File: config.mk
export PLATFORM = sky130hd
export DESIGN_NAME = asc_ctrl
export DESIGN_NICKNAME = d
export VERILOG_FILES = /design/src/hdl/asc_pkg.sv /design/src/hdl/asc_ctrl.sv
export SDC_FILE = /design/constraint.sdc
export NUM_CORES = 1
export LEC_CHECK = 0
export BUFFER_PORTS_ARGS = -buffer_cell sky130_fd_sc_hd__buf_2
export CAP_MARGIN = 20
export CORE_ASPECT_RATIO = 0.5
export CORE_MARGIN = 2
export CORE_UTILIZATION = 52
export CTS_CLUSTER_DIAMETER = 30
export CTS_CLUSTER_SIZE = 10
export DETAILED_ROUTE_END_ITERATION = 12
export HOLD_SLACK_MARGIN = 0.15
export PLACE_DENSITY = 0.84
export SYNTH_ARGS = -nofsm -noshare
export SYNTH_HDL_FRONTEND = slang
export SYNTH_SLANG_ARGS = --single-unit
export TNS_END_PERCENT = 50
File: constraint.sdc
create_clock -name mclk_i -period 3.5 [get_ports mclk_i]
set_input_delay 0.35 -clock mclk_i [delete_from_list [all_inputs] [get_ports mclk_i]]
set_output_delay 0.35 -clock mclk_i [all_outputs]
set_load 0.02 [all_outputs]
File: src/hdl/asc_pkg.sv
// package: timing and layout constants for the static memory controller
package asc_pkg;
  localparam int unsigned CLK_PERIOD_NS  = 50;
  localparam int unsigned ADDR_W         = 13;
  localparam int unsigned DATA_W         = 8;
  localparam int unsigned CYCLE_MIN_NS   = 70;
  localparam int unsigned WR_PULSE_NS    = 50;
  localparam int unsigned CS_TO_END_NS   = 65;
  localparam int unsigned ACCESS_NS      = 70;
  localparam int unsigned RECOVER_NS     = 70;
  localparam int unsigned CYCLE_CYC      = (CYCLE_MIN_NS + CLK_PERIOD_NS - 1) / CLK_PERIOD_NS;
  localparam int unsigned WR_PULSE_CYC   = (WR_PULSE_NS + CLK_PERIOD_NS - 1) / CLK_PERIOD_NS;
  localparam int unsigned CS_TO_END_CYC  = (CS_TO_END_NS + CLK_PERIOD_NS - 1) / CLK_PERIOD_NS;
  localparam int unsigned ACCESS_CYC     = (ACCESS_NS + CLK_PERIOD_NS - 1) / CLK_PERIOD_NS;
  localparam int unsigned RECOVER_CYC    = (RECOVER_NS + CLK_PERIOD_NS - 1) / CLK_PERIOD_NS;
  localparam int unsigned CNT_W          = 4;
  typedef enum logic [2:0] {
    ASC_IDLE, ASC_RD, ASC_WR, ASC_WR_END, ASC_RET, ASC_RECOVER
  } asc_state_t;
endpackage

File: src/hdl/asc_ctrl.sv
// static memory controller driving an 8k x 8 asynchronous memory
// How it works
// memory holds 8192 words of 8 bits
// selects asserted together to activate memory
// address and controls presented together
// write strobe and output enable set mode
// new address starts a new cycle
// read data sampled after output enable low
// data sampled only after full access time
// read ended by raising output enable, selects
// never trust undriven data lines
// high select low deselects memory
// memory releases bus 25 ns after deselect
// memory releases bus 30 ns after strobe
// memory releases bus 25 ns after enable
// every cycle at least 70 ns
// strobe low 50 ns, selects 65 ns
// write bounded by strobe and select overlap
// deselect before and during data retention
// wait one read cycle after retention
// address lines map binary, line 0 lsb
// memory contents undefined until written
`timescale 1ns/1ns
module asc_ctrl #(
  parameter int unsigned ADDR_W = asc_pkg::ADDR_W,
  parameter int unsigned DATA_W = asc_pkg::DATA_W
) (
  input  wire logic              mclk_i,
  input  wire logic              sys_rst_i,
  input  wire logic              req_valid_i,
  input  wire logic              req_write_i,
  input  wire logic [ADDR_W-1:0] req_addr_i,
  input  wire logic [DATA_W-1:0] req_wdata_i,
  output logic                   req_ready_o,
  output logic                   rd_valid_o,
  output logic [DATA_W-1:0]      rd_data_o,
  input  wire logic              retain_i,
  output logic                   retain_ok_o,
  output logic [ADDR_W-1:0]      word_address_lines_o,
  output logic                   chip_select_low_o,
  output logic                   chip_select_high_o,
  output logic                   out_enable_low_o,
  output logic                   write_strobe_low_o,
  input  wire logic [DATA_W-1:0] bidir_data_lines_i,
  output logic [DATA_W-1:0]      bidir_data_lines_o,
  output logic                   bidir_data_lines_oe_o
);

  typedef logic [asc_pkg::CNT_W-1:0] asc_cnt_t;

  // counter loads are one less than the cycles waited
  localparam int unsigned WR_LOW_CYC = (asc_pkg::WR_PULSE_CYC > asc_pkg::CS_TO_END_CYC) ?
                                       asc_pkg::WR_PULSE_CYC : asc_pkg::CS_TO_END_CYC;
  localparam asc_cnt_t    RD_LD      = asc_cnt_t'(asc_pkg::ACCESS_CYC - 1);
  localparam asc_cnt_t    WR_LD      = asc_cnt_t'(WR_LOW_CYC - 1);
  localparam asc_cnt_t    REC_LD     = asc_cnt_t'(asc_pkg::RECOVER_CYC - 1);
  localparam asc_cnt_t    GAP_LD     = asc_cnt_t'(asc_pkg::CYCLE_CYC - 1);
  localparam asc_cnt_t    CNT_ONE    = asc_cnt_t'(1);

  asc_pkg::asc_state_t state_r, state_nxt;
  asc_cnt_t            cnt_r, cnt_nxt;
  asc_cnt_t            gap_r, gap_nxt;
  logic [ADDR_W-1:0]   addr_r, addr_nxt;
  logic [DATA_W-1:0]   wdat_r, wdat_nxt;
  logic [DATA_W-1:0]   rdat_r, rdat_nxt;
  logic                rdv_r, rdv_nxt;
  logic                csl_r, csl_nxt;
  logic                csh_r, csh_nxt;
  logic                oel_r, oel_nxt;
  logic                wel_r, wel_nxt;
  logic                drv_r, drv_nxt;
  logic                acc_take;
  logic                rd_end;
  logic                wr_end;
  logic                ret_enter;
  logic                ret_exit;

  // events shared by the groups below
  assign req_ready_o = (state_r == asc_pkg::ASC_IDLE) && !retain_i && (gap_r == '0);
  assign acc_take    = req_ready_o && req_valid_i;
  assign ret_enter   = (state_r == asc_pkg::ASC_IDLE) && retain_i;
  assign rd_end      = (state_r == asc_pkg::ASC_RD) && (cnt_r == '0);
  assign wr_end      = (state_r == asc_pkg::ASC_WR) && (cnt_r == '0);
  assign ret_exit    = (state_r == asc_pkg::ASC_RET) && !retain_i;

  // sequencer: access phase and its wait counter
  always_comb begin
    state_nxt = state_r;
    cnt_nxt   = (cnt_r != '0) ? cnt_r - CNT_ONE : '0;
    case (state_r)
      asc_pkg::ASC_IDLE: begin
        if (ret_enter) begin
          state_nxt = asc_pkg::ASC_RET;
        end else if (acc_take) begin
          if (req_write_i) begin
            cnt_nxt   = WR_LD;
            state_nxt = asc_pkg::ASC_WR;
          end else begin
            cnt_nxt   = RD_LD;
            state_nxt = asc_pkg::ASC_RD;
          end
        end
      end
      asc_pkg::ASC_RD: begin
        if (rd_end) begin
          state_nxt = asc_pkg::ASC_IDLE;
        end
      end
      asc_pkg::ASC_WR: begin
        if (wr_end) begin
          state_nxt = asc_pkg::ASC_WR_END;
        end
      end
      asc_pkg::ASC_WR_END: begin
        state_nxt = asc_pkg::ASC_IDLE;
      end
      asc_pkg::ASC_RET: begin
        if (ret_exit) begin
          cnt_nxt   = REC_LD;
          state_nxt = asc_pkg::ASC_RECOVER;
        end
      end
      asc_pkg::ASC_RECOVER: begin
        if (cnt_r == '0) begin
          state_nxt = asc_pkg::ASC_IDLE;
        end
      end
      default: begin
        state_nxt = asc_pkg::ASC_IDLE;
      end
    endcase
  end

  always_ff @(posedge mclk_i) begin
    if (sys_rst_i) begin
      state_r <= asc_pkg::ASC_IDLE;
      cnt_r   <= '0;
    end else begin
      state_r <= state_nxt;
      cnt_r   <= cnt_nxt;
    end
  end

  // pins: address, selects, strobes and write data drive
  always_comb begin
    addr_nxt = addr_r;
    wdat_nxt = wdat_r;
    csl_nxt  = csl_r;
    csh_nxt  = csh_r;
    oel_nxt  = oel_r;
    wel_nxt  = wel_r;
    drv_nxt  = drv_r;
    if (ret_enter) begin
      csl_nxt = 1'b1;
      csh_nxt = 1'b0;
      oel_nxt = 1'b1;
      wel_nxt = 1'b1;
      drv_nxt = 1'b0;
    end else if (acc_take) begin
      addr_nxt = req_addr_i;
      wdat_nxt = req_wdata_i;
      csl_nxt  = 1'b0;
      csh_nxt  = 1'b1;
      wel_nxt  = !req_write_i;
      oel_nxt  = req_write_i;
      drv_nxt  = req_write_i;
    end else if (rd_end) begin
      oel_nxt = 1'b1;
      csl_nxt = 1'b1;
      csh_nxt = 1'b0;
    end else if (wr_end) begin
      wel_nxt = 1'b1;
    end else if (state_r == asc_pkg::ASC_WR_END) begin
      // data held one cycle past the strobe for hold time
      drv_nxt = 1'b0;
      csl_nxt = 1'b1;
      csh_nxt = 1'b0;
    end
  end

  always_ff @(posedge mclk_i) begin
    if (sys_rst_i) begin
      addr_r <= '0;
      wdat_r <= '0;
      csl_r  <= 1'b1;
      csh_r  <= 1'b0;
      oel_r  <= 1'b1;
      wel_r  <= 1'b1;
      drv_r  <= 1'b0;
    end else begin
      addr_r <= addr_nxt;
      wdat_r <= wdat_nxt;
      csl_r  <= csl_nxt;
      csh_r  <= csh_nxt;
      oel_r  <= oel_nxt;
      wel_r  <= wel_nxt;
      drv_r  <= drv_nxt;
    end
  end

  // read capture: sample the bus once the access time has passed
  always_comb begin
    rdat_nxt = rdat_r;
    rdv_nxt  = 1'b0;
    if (rd_end) begin
      rdat_nxt = bidir_data_lines_i;
      rdv_nxt  = 1'b1;
    end
  end

  always_ff @(posedge mclk_i) begin
    if (sys_rst_i) begin
      rdat_r <= '0;
      rdv_r  <= 1'b0;
    end else begin
      rdat_r <= rdat_nxt;
      rdv_r  <= rdv_nxt;
    end
  end

  // cycle guard: no new address before a full cycle time
  always_comb begin
    gap_nxt = (gap_r != '0) ? gap_r - CNT_ONE : '0;
    if (acc_take) begin
      gap_nxt = GAP_LD;
    end
  end

  always_ff @(posedge mclk_i) begin
    if (sys_rst_i) begin
      gap_r <= '0;
    end else begin
      gap_r <= gap_nxt;
    end
  end

  assign rd_valid_o            = rdv_r;
  assign rd_data_o             = rdat_r;
  assign retain_ok_o           = (state_r == asc_pkg::ASC_RET);
  assign word_address_lines_o  = addr_r;
  assign chip_select_low_o     = csl_r;
  assign chip_select_high_o    = csh_r;
  assign out_enable_low_o      = oel_r;
  assign write_strobe_low_o    = wel_r;
  assign bidir_data_lines_o    = wdat_r;
  assign bidir_data_lines_oe_o = drv_r;
endmodule

### Yosys cells after proc, flatten, opt, wreduce, memory -nomap -nowiden

Index checks and enable logic that the tools add are counted.

* bits in registers: 46
* logic and storage cells: 86
* input bits: 34
* output and inout port bits: 37

* mux-type cells: 31
* reductions and logical operators: 25
* bitwise gates (word level): 2
* add/sub/neg operators: 2
* equality and inequality tests: 13

Operators by type and width (count)
* $mux 1: 18
* $mux 3: 6
* $mux 4: 4
* $pmux 3 s5: 1
* $ne 2x2->1 const B: 5
* $logic_not 4->1: 2
* $pmux 4 s2: 1
* $reduce_bool 4->1: 2
* $sub 4x1->4 const B: 2
* $logic_and 1x1->1: 7
* $eq 3x2->1 const B: 2
* $eq 3x3->1 const B: 2
* $ne 3x3->1 const B: 2
* $reduce_and 2->1: 3
* $reduce_bool 2->1: 3
* $reduce_and 5->1: 1
* $eq 3x1->1 const B: 1
* $logic_not 3->1: 1
* $reduce_and 3->1: 1
* $reduce_bool 3->1: 1
* $reduce_or 3->1: 1
* $logic_not 1->1: 2
* $mux 2: 1
* $ne 2x1->1 const B: 1
* other kinds (2): 3

### Longest topological paths before layout

* depth in word-level cells: 7
* mapped depth: 8
* depth with buffers taken out: 6

### Least setup slack after synthesis

Ideal clock, no wire load.

* kind: register -> register
* from: register cnt_r[0]
* to: register rdat_r[0], in the netlist rd_data_o[0]
* buffers on the path: 1
* data arrival time: 1.512 ns
* path slack: 1.856 ns
* cell stages (with the launch flop): 8
* period minus slack after synthesis: 1.644 ns
* library setup time: 0.132 ns
* required time: 3.368 ns
* cells stage by stage: dfxtp_1 inv_1 ha_1 or3b_4 or3_1 buf_6 nand2_1 a21oi_1

* cells in the longest elaborated chain, start to end: 2

RTL lines
* start: declaration: line asc_ctrl.sv:61 `asc_cnt_t cnt_r, cnt_nxt;`
* start signal: assignment: line asc_ctrl.sv:140 `cnt_r <= cnt_nxt;`
* $logic_not 4->1: line asc_ctrl.sv:82 `assign rd_end = (state_r == asc_pkg::ASC_RD) && (cnt_r == '0);`
* $logic_and 1x1->1: line asc_ctrl.sv:82
* end signal: assignment: line asc_ctrl.sv:216 `rdat_r <= rdat_nxt;`
* end: declaration: line asc_ctrl.sv:65 `logic [DATA_W-1:0] rdat_r, rdat_nxt;`

Every way passes these cells.
A chain may end at the register's enable or synchronous reset.

### Worst setup path in the final report

* from: register gap_r[0]
* to: register cnt_r[2]

* cells in the longest elaborated chain, start to end: 6

RTL lines
* start: declaration: line asc_ctrl.sv:62 `asc_cnt_t gap_r, gap_nxt;`
* start signal: assignment: line asc_ctrl.sv:233 `gap_r <= gap_nxt;`
* $logic_not 4->1: line asc_ctrl.sv:79 `assign req_ready_o = (state_r == asc_pkg::ASC_IDLE) && !retain_i && (gap_r == '0);`
* $logic_and 1x1->1: line asc_ctrl.sv:79
* $logic_and 1x1->1: line asc_ctrl.sv:80 `assign acc_take = req_ready_o && req_valid_i;`
* $mux 4: line asc_ctrl.sv:94 `end else if (acc_take) begin`
* $mux 4: line asc_ctrl.sv:92 `if (ret_enter) begin`
* $pmux 4 s2: line asc_ctrl.sv:90 `case (state_r)`

Every way passes these cells.

==> results.py <==
metrics = {
    "setup_path": {
        "critical-path-max-stage-delay_ps": 780,
        "path_cells": "inv_1 > ha_1 > nor3b_2 > nand3_1 > o211ai_1 > nor2_1",
        "cp-end-kind": "register",
        "required_ps": 3690,
        "worstPathArrival_ps": 2550,
        "rrSetupSlack_ps": 1130,
        "slowest_stage": "nand3_1",
        "critPathLaunchType": "register",
        "path_class": "reg2reg",
        "path_max_fanout": 26,
    },
    "routing": {
        "viasPerCell": 4.962,
        "drt-wirelength-per-cell_microns": 11.79,
        "wl_microns": 4021,
        "drc_errors": 0,
        "dr.pass1.iters": 4,
        "drt-initial-drc-count": 63,
        "ant_nets": 0,
        "vias": 1692,
    },
    "global_route": {
        "grt_pass1_vias": 1392,
        "antenna_found_initial": 0,
        "gr-usage-all-layers": 0.1920,
        "gr-total-overflow": 0,
        "grt_max_degree": 44,
        "grt_pass1_wl_microns": 6023,
    },
    "cts": {
        "post_cts_buffers": 0,
        "clkTransAtPathRegs_ps": 80,
        "cts.sinks": 46,
        "clockRootBuffer": "clkbuf_8",
        "htreeDepth": 2,
        "holdBufCountCts": 0,
        "clockBufferDepth": 2,
        "clk_latency_ps": 300,
        "post_cts_resized": 0,
        "cts_buffers": 5,
        "cts_tree": "built",
    },
    "logic_synthesis": {
        "ys_async_sr_fraction": 0,
        "synth_area_per_cell_sq_um": 8.360,
        "ys_ff_latch": 46,
        "synth.yosys.seq_area_share": 0.4874,
        "netlist_instances": 226,
        "synth_edf_count": 0,
        "synth_common_cells": "nand2_1, dfxtp_1, a21oi_1, nor2_1, nor3_1",
        "synth_area_sq_um": 1889,
        "synth_cell_types": 36,
        "synth_warnings": 0,
        "synth_flop_cell": "dfxtp_1",
        "synth_area_leaders": "dfxtp_1, nand2_1, a21oi_1",
        "yosysTopAreaCell": "dfxtp_1",
        "synth.most_common_cell": "nand2_1",
        "yosysTopAreaCellShare": 0.4874,
        "syn_nets": 264,
    },
    "status": {
        "outcome": "complete, no violations",
    },
    "sta": {
        "hold_viol": 0,
        "fmax_mhz": 422.2,
        "fin_skew_ps": 3.452,
        "rsz0062_at_grt": "false",
        "tns_ps": 0,
        "finalSetupViolCount": 0,
        "slew_headroom": 0.3456,
        "holdWs_ps": 280.9,
        "fin_crit_ps": 2368,
        "slew_violations": 0,
        "fin_crit_sh": 0.6767,
        "worstMarginPinSlew_ps": 978.8,
        "worst_slack_ps": 1132,
    },
    "floorplan": {
        "coreArea_sq_um": 3453,
        "rows": 15,
        "dieArea_sq_um": 4161,
        "initial_utilization": 0.5471,
        "ios": 71,
        "dieWidth_microns": 89.25,
        "die_y_microns": 46.62,
    },
    "final_layout": {
        "final.fill_count": 307,
        "syn_to_final_growth_pct": 21.85,
        "final_cell_count_no_fill": 341,
        "drive_gt1_frac": 0.2966,
        "diodes": 0,
        "nets": 327,
    },
    "power": {
        "leakage_nw": 0.9962,
        "p_per_area_nw_per_um2": 777.0,
        "comb_power_share": 0.411,
        "pwr-share-clk": 0.178,
        "cellInternalPower_mw": 1.077,
        "seqPwrFrac": 0.411,
        "switching_share": 0.3981,
        "fin_total_pwr_mw": 1.789,
        "switching_power_mw": 0.7122,
        "peakVddDrop_mv": 0.3006,
    },
    "placement": {
        "post-dp-hpwl_microns": 2802,
        "placed_cells": 333,
        "gp_congestion": 0.7902,
        "portBuffers": 70,
        "place_ws_ps": 1161,
    },
    "min_path": {
        "hold_class": "in2reg",
    },
    "job": {
        "cap_violations": 0,
    },
}
[layout make-up]
cell class / count / area [sq um] / share of cell area
repair buffers: 70 / 350.3 / 0.1522
clock buffers: 6 / 72.57 / 0.03152
well taps: 51 / 63.81 / 0.02772
inverters: 5 / 18.77 / 0.008152
multi-input cells: 161 / 862.1 / 0.3745
flip-flops and latches: 46 / 920.9 / 0.4000
clock inverters: 2 / 13.76 / 0.005978
[state kept, by name, summed over array words and instances, names as in the netlist, 3 cells and up]
name and flops:
cnt_r 4, gap_r 4, bidir_data_lines_o 8, state_r 3
rd_data_o 8, word_address_lines_o 13
[power groups by stage]
| stage | Sequential [mW] | Combinational (mW) | Clock, mW |
|---|---|---|---|
| after floorplan | 0.766 | 0.561 | 0 |
| after global placement | 0.739 | 0.704 | 0 |
| after detailed placement | 0.746 | 0.732 | 0 |
| after CTS | 0.736 | 0.735 | 0.325 |
| after global routing | 0.750 | 0.810 | 0.338 |
| final | 0.736 | 0.736 | 0.318 |
[cells in the final DEF, fill, tap and decap left out]
master	synthesis	layout
nor3b_1	2	2
buf_2	4	70
nor2_1	12	12
clkbuf_8	0	5
nor3_1	9	9
or3b_4	1	1
nand2b_1	2	2
xnor2_1	3	3
dfxtp_1	46	46
and3_1	1	1
nor4_4	1	1
clkinv_4	0	1
or3_1	2	2
ha_1	4	4
a21oi_1	35	35
nor2b_1	5	5
clkbuf_1	5	1
nor3_4	1	1
nor3b_2	1	1
a21bo_2	1	1
o21ai_0	2	2
inv_1	5	5
or2b_2	1	1
mux2_2	1	1
a21o_1	2	2
and2_1	1	1
mux2i_1	1	1
o21ai_1	1	1
o21ai_2	1	1
o221a_2	1	1
nand2_1	62	62
o211ai_1	1	1
a2111oi_0	2	2
a31oi_1	1	1
nand3_1	3	3
nor4_1	1	1
clkinv_2	0	1
[kinds of logic after synthesis]
group	share of synthesized area
adder cells (fa/ha/maj)	0.02649
AND/OR/NAND/NOR	0.2636
buffers and inverters	0.05629
multiplexers	0.01126
XOR/XNOR	0.01391
AO/OA/AOI/OAI	0.1411
flip-flops	0.4874
[stage by stage]
| step | util | area, sq um |
|---|---|---|
| 2_1_floorplan | - | 1889 |
| 3_3_place_gp | 0.6417 | 2216 |
| 3_5_place_dp | 0.6417 | 2216 |
| 4_1_cts | 0.6667 | 2302 |
| 5_1_grt | 0.6667 | 2302 |
| 6_report | 0.6667 | 2302 |
[final timing paths]
path	depth (start not counted)	to	startpoint
setup / recovery	6	cnt_r[2]	gap_r[0]
hold / removal	3	word_address_lines_o[12]	req_addr_i[12]
setup reg to reg	6	cnt_r[2]	gap_r[0]
hold reg to reg	2	rd_data_o[0]	rd_data_o[0]
[critical path: cells and delay by family, from the launching register on]
family	cells	cell delay [ps]
fa+ha+maj	1	170
simple gates	3	1230
flops	1	330
compound gates	1	450
buf+inv	1	70
[metal layers]
layer  vias to the layer above  share of wire  global-route usage  wire length [microns]
met4                         0          0.013             0.06866                     52
met5                         -              0                   0                      0
met3                         7          0.040             0.04301                    162
met2                        31           0.49              0.3156                   1975
met1                       781           0.46              0.2533                   1831
li1                        873              -                   -                      -
Power figures use the tool's default switching activity.
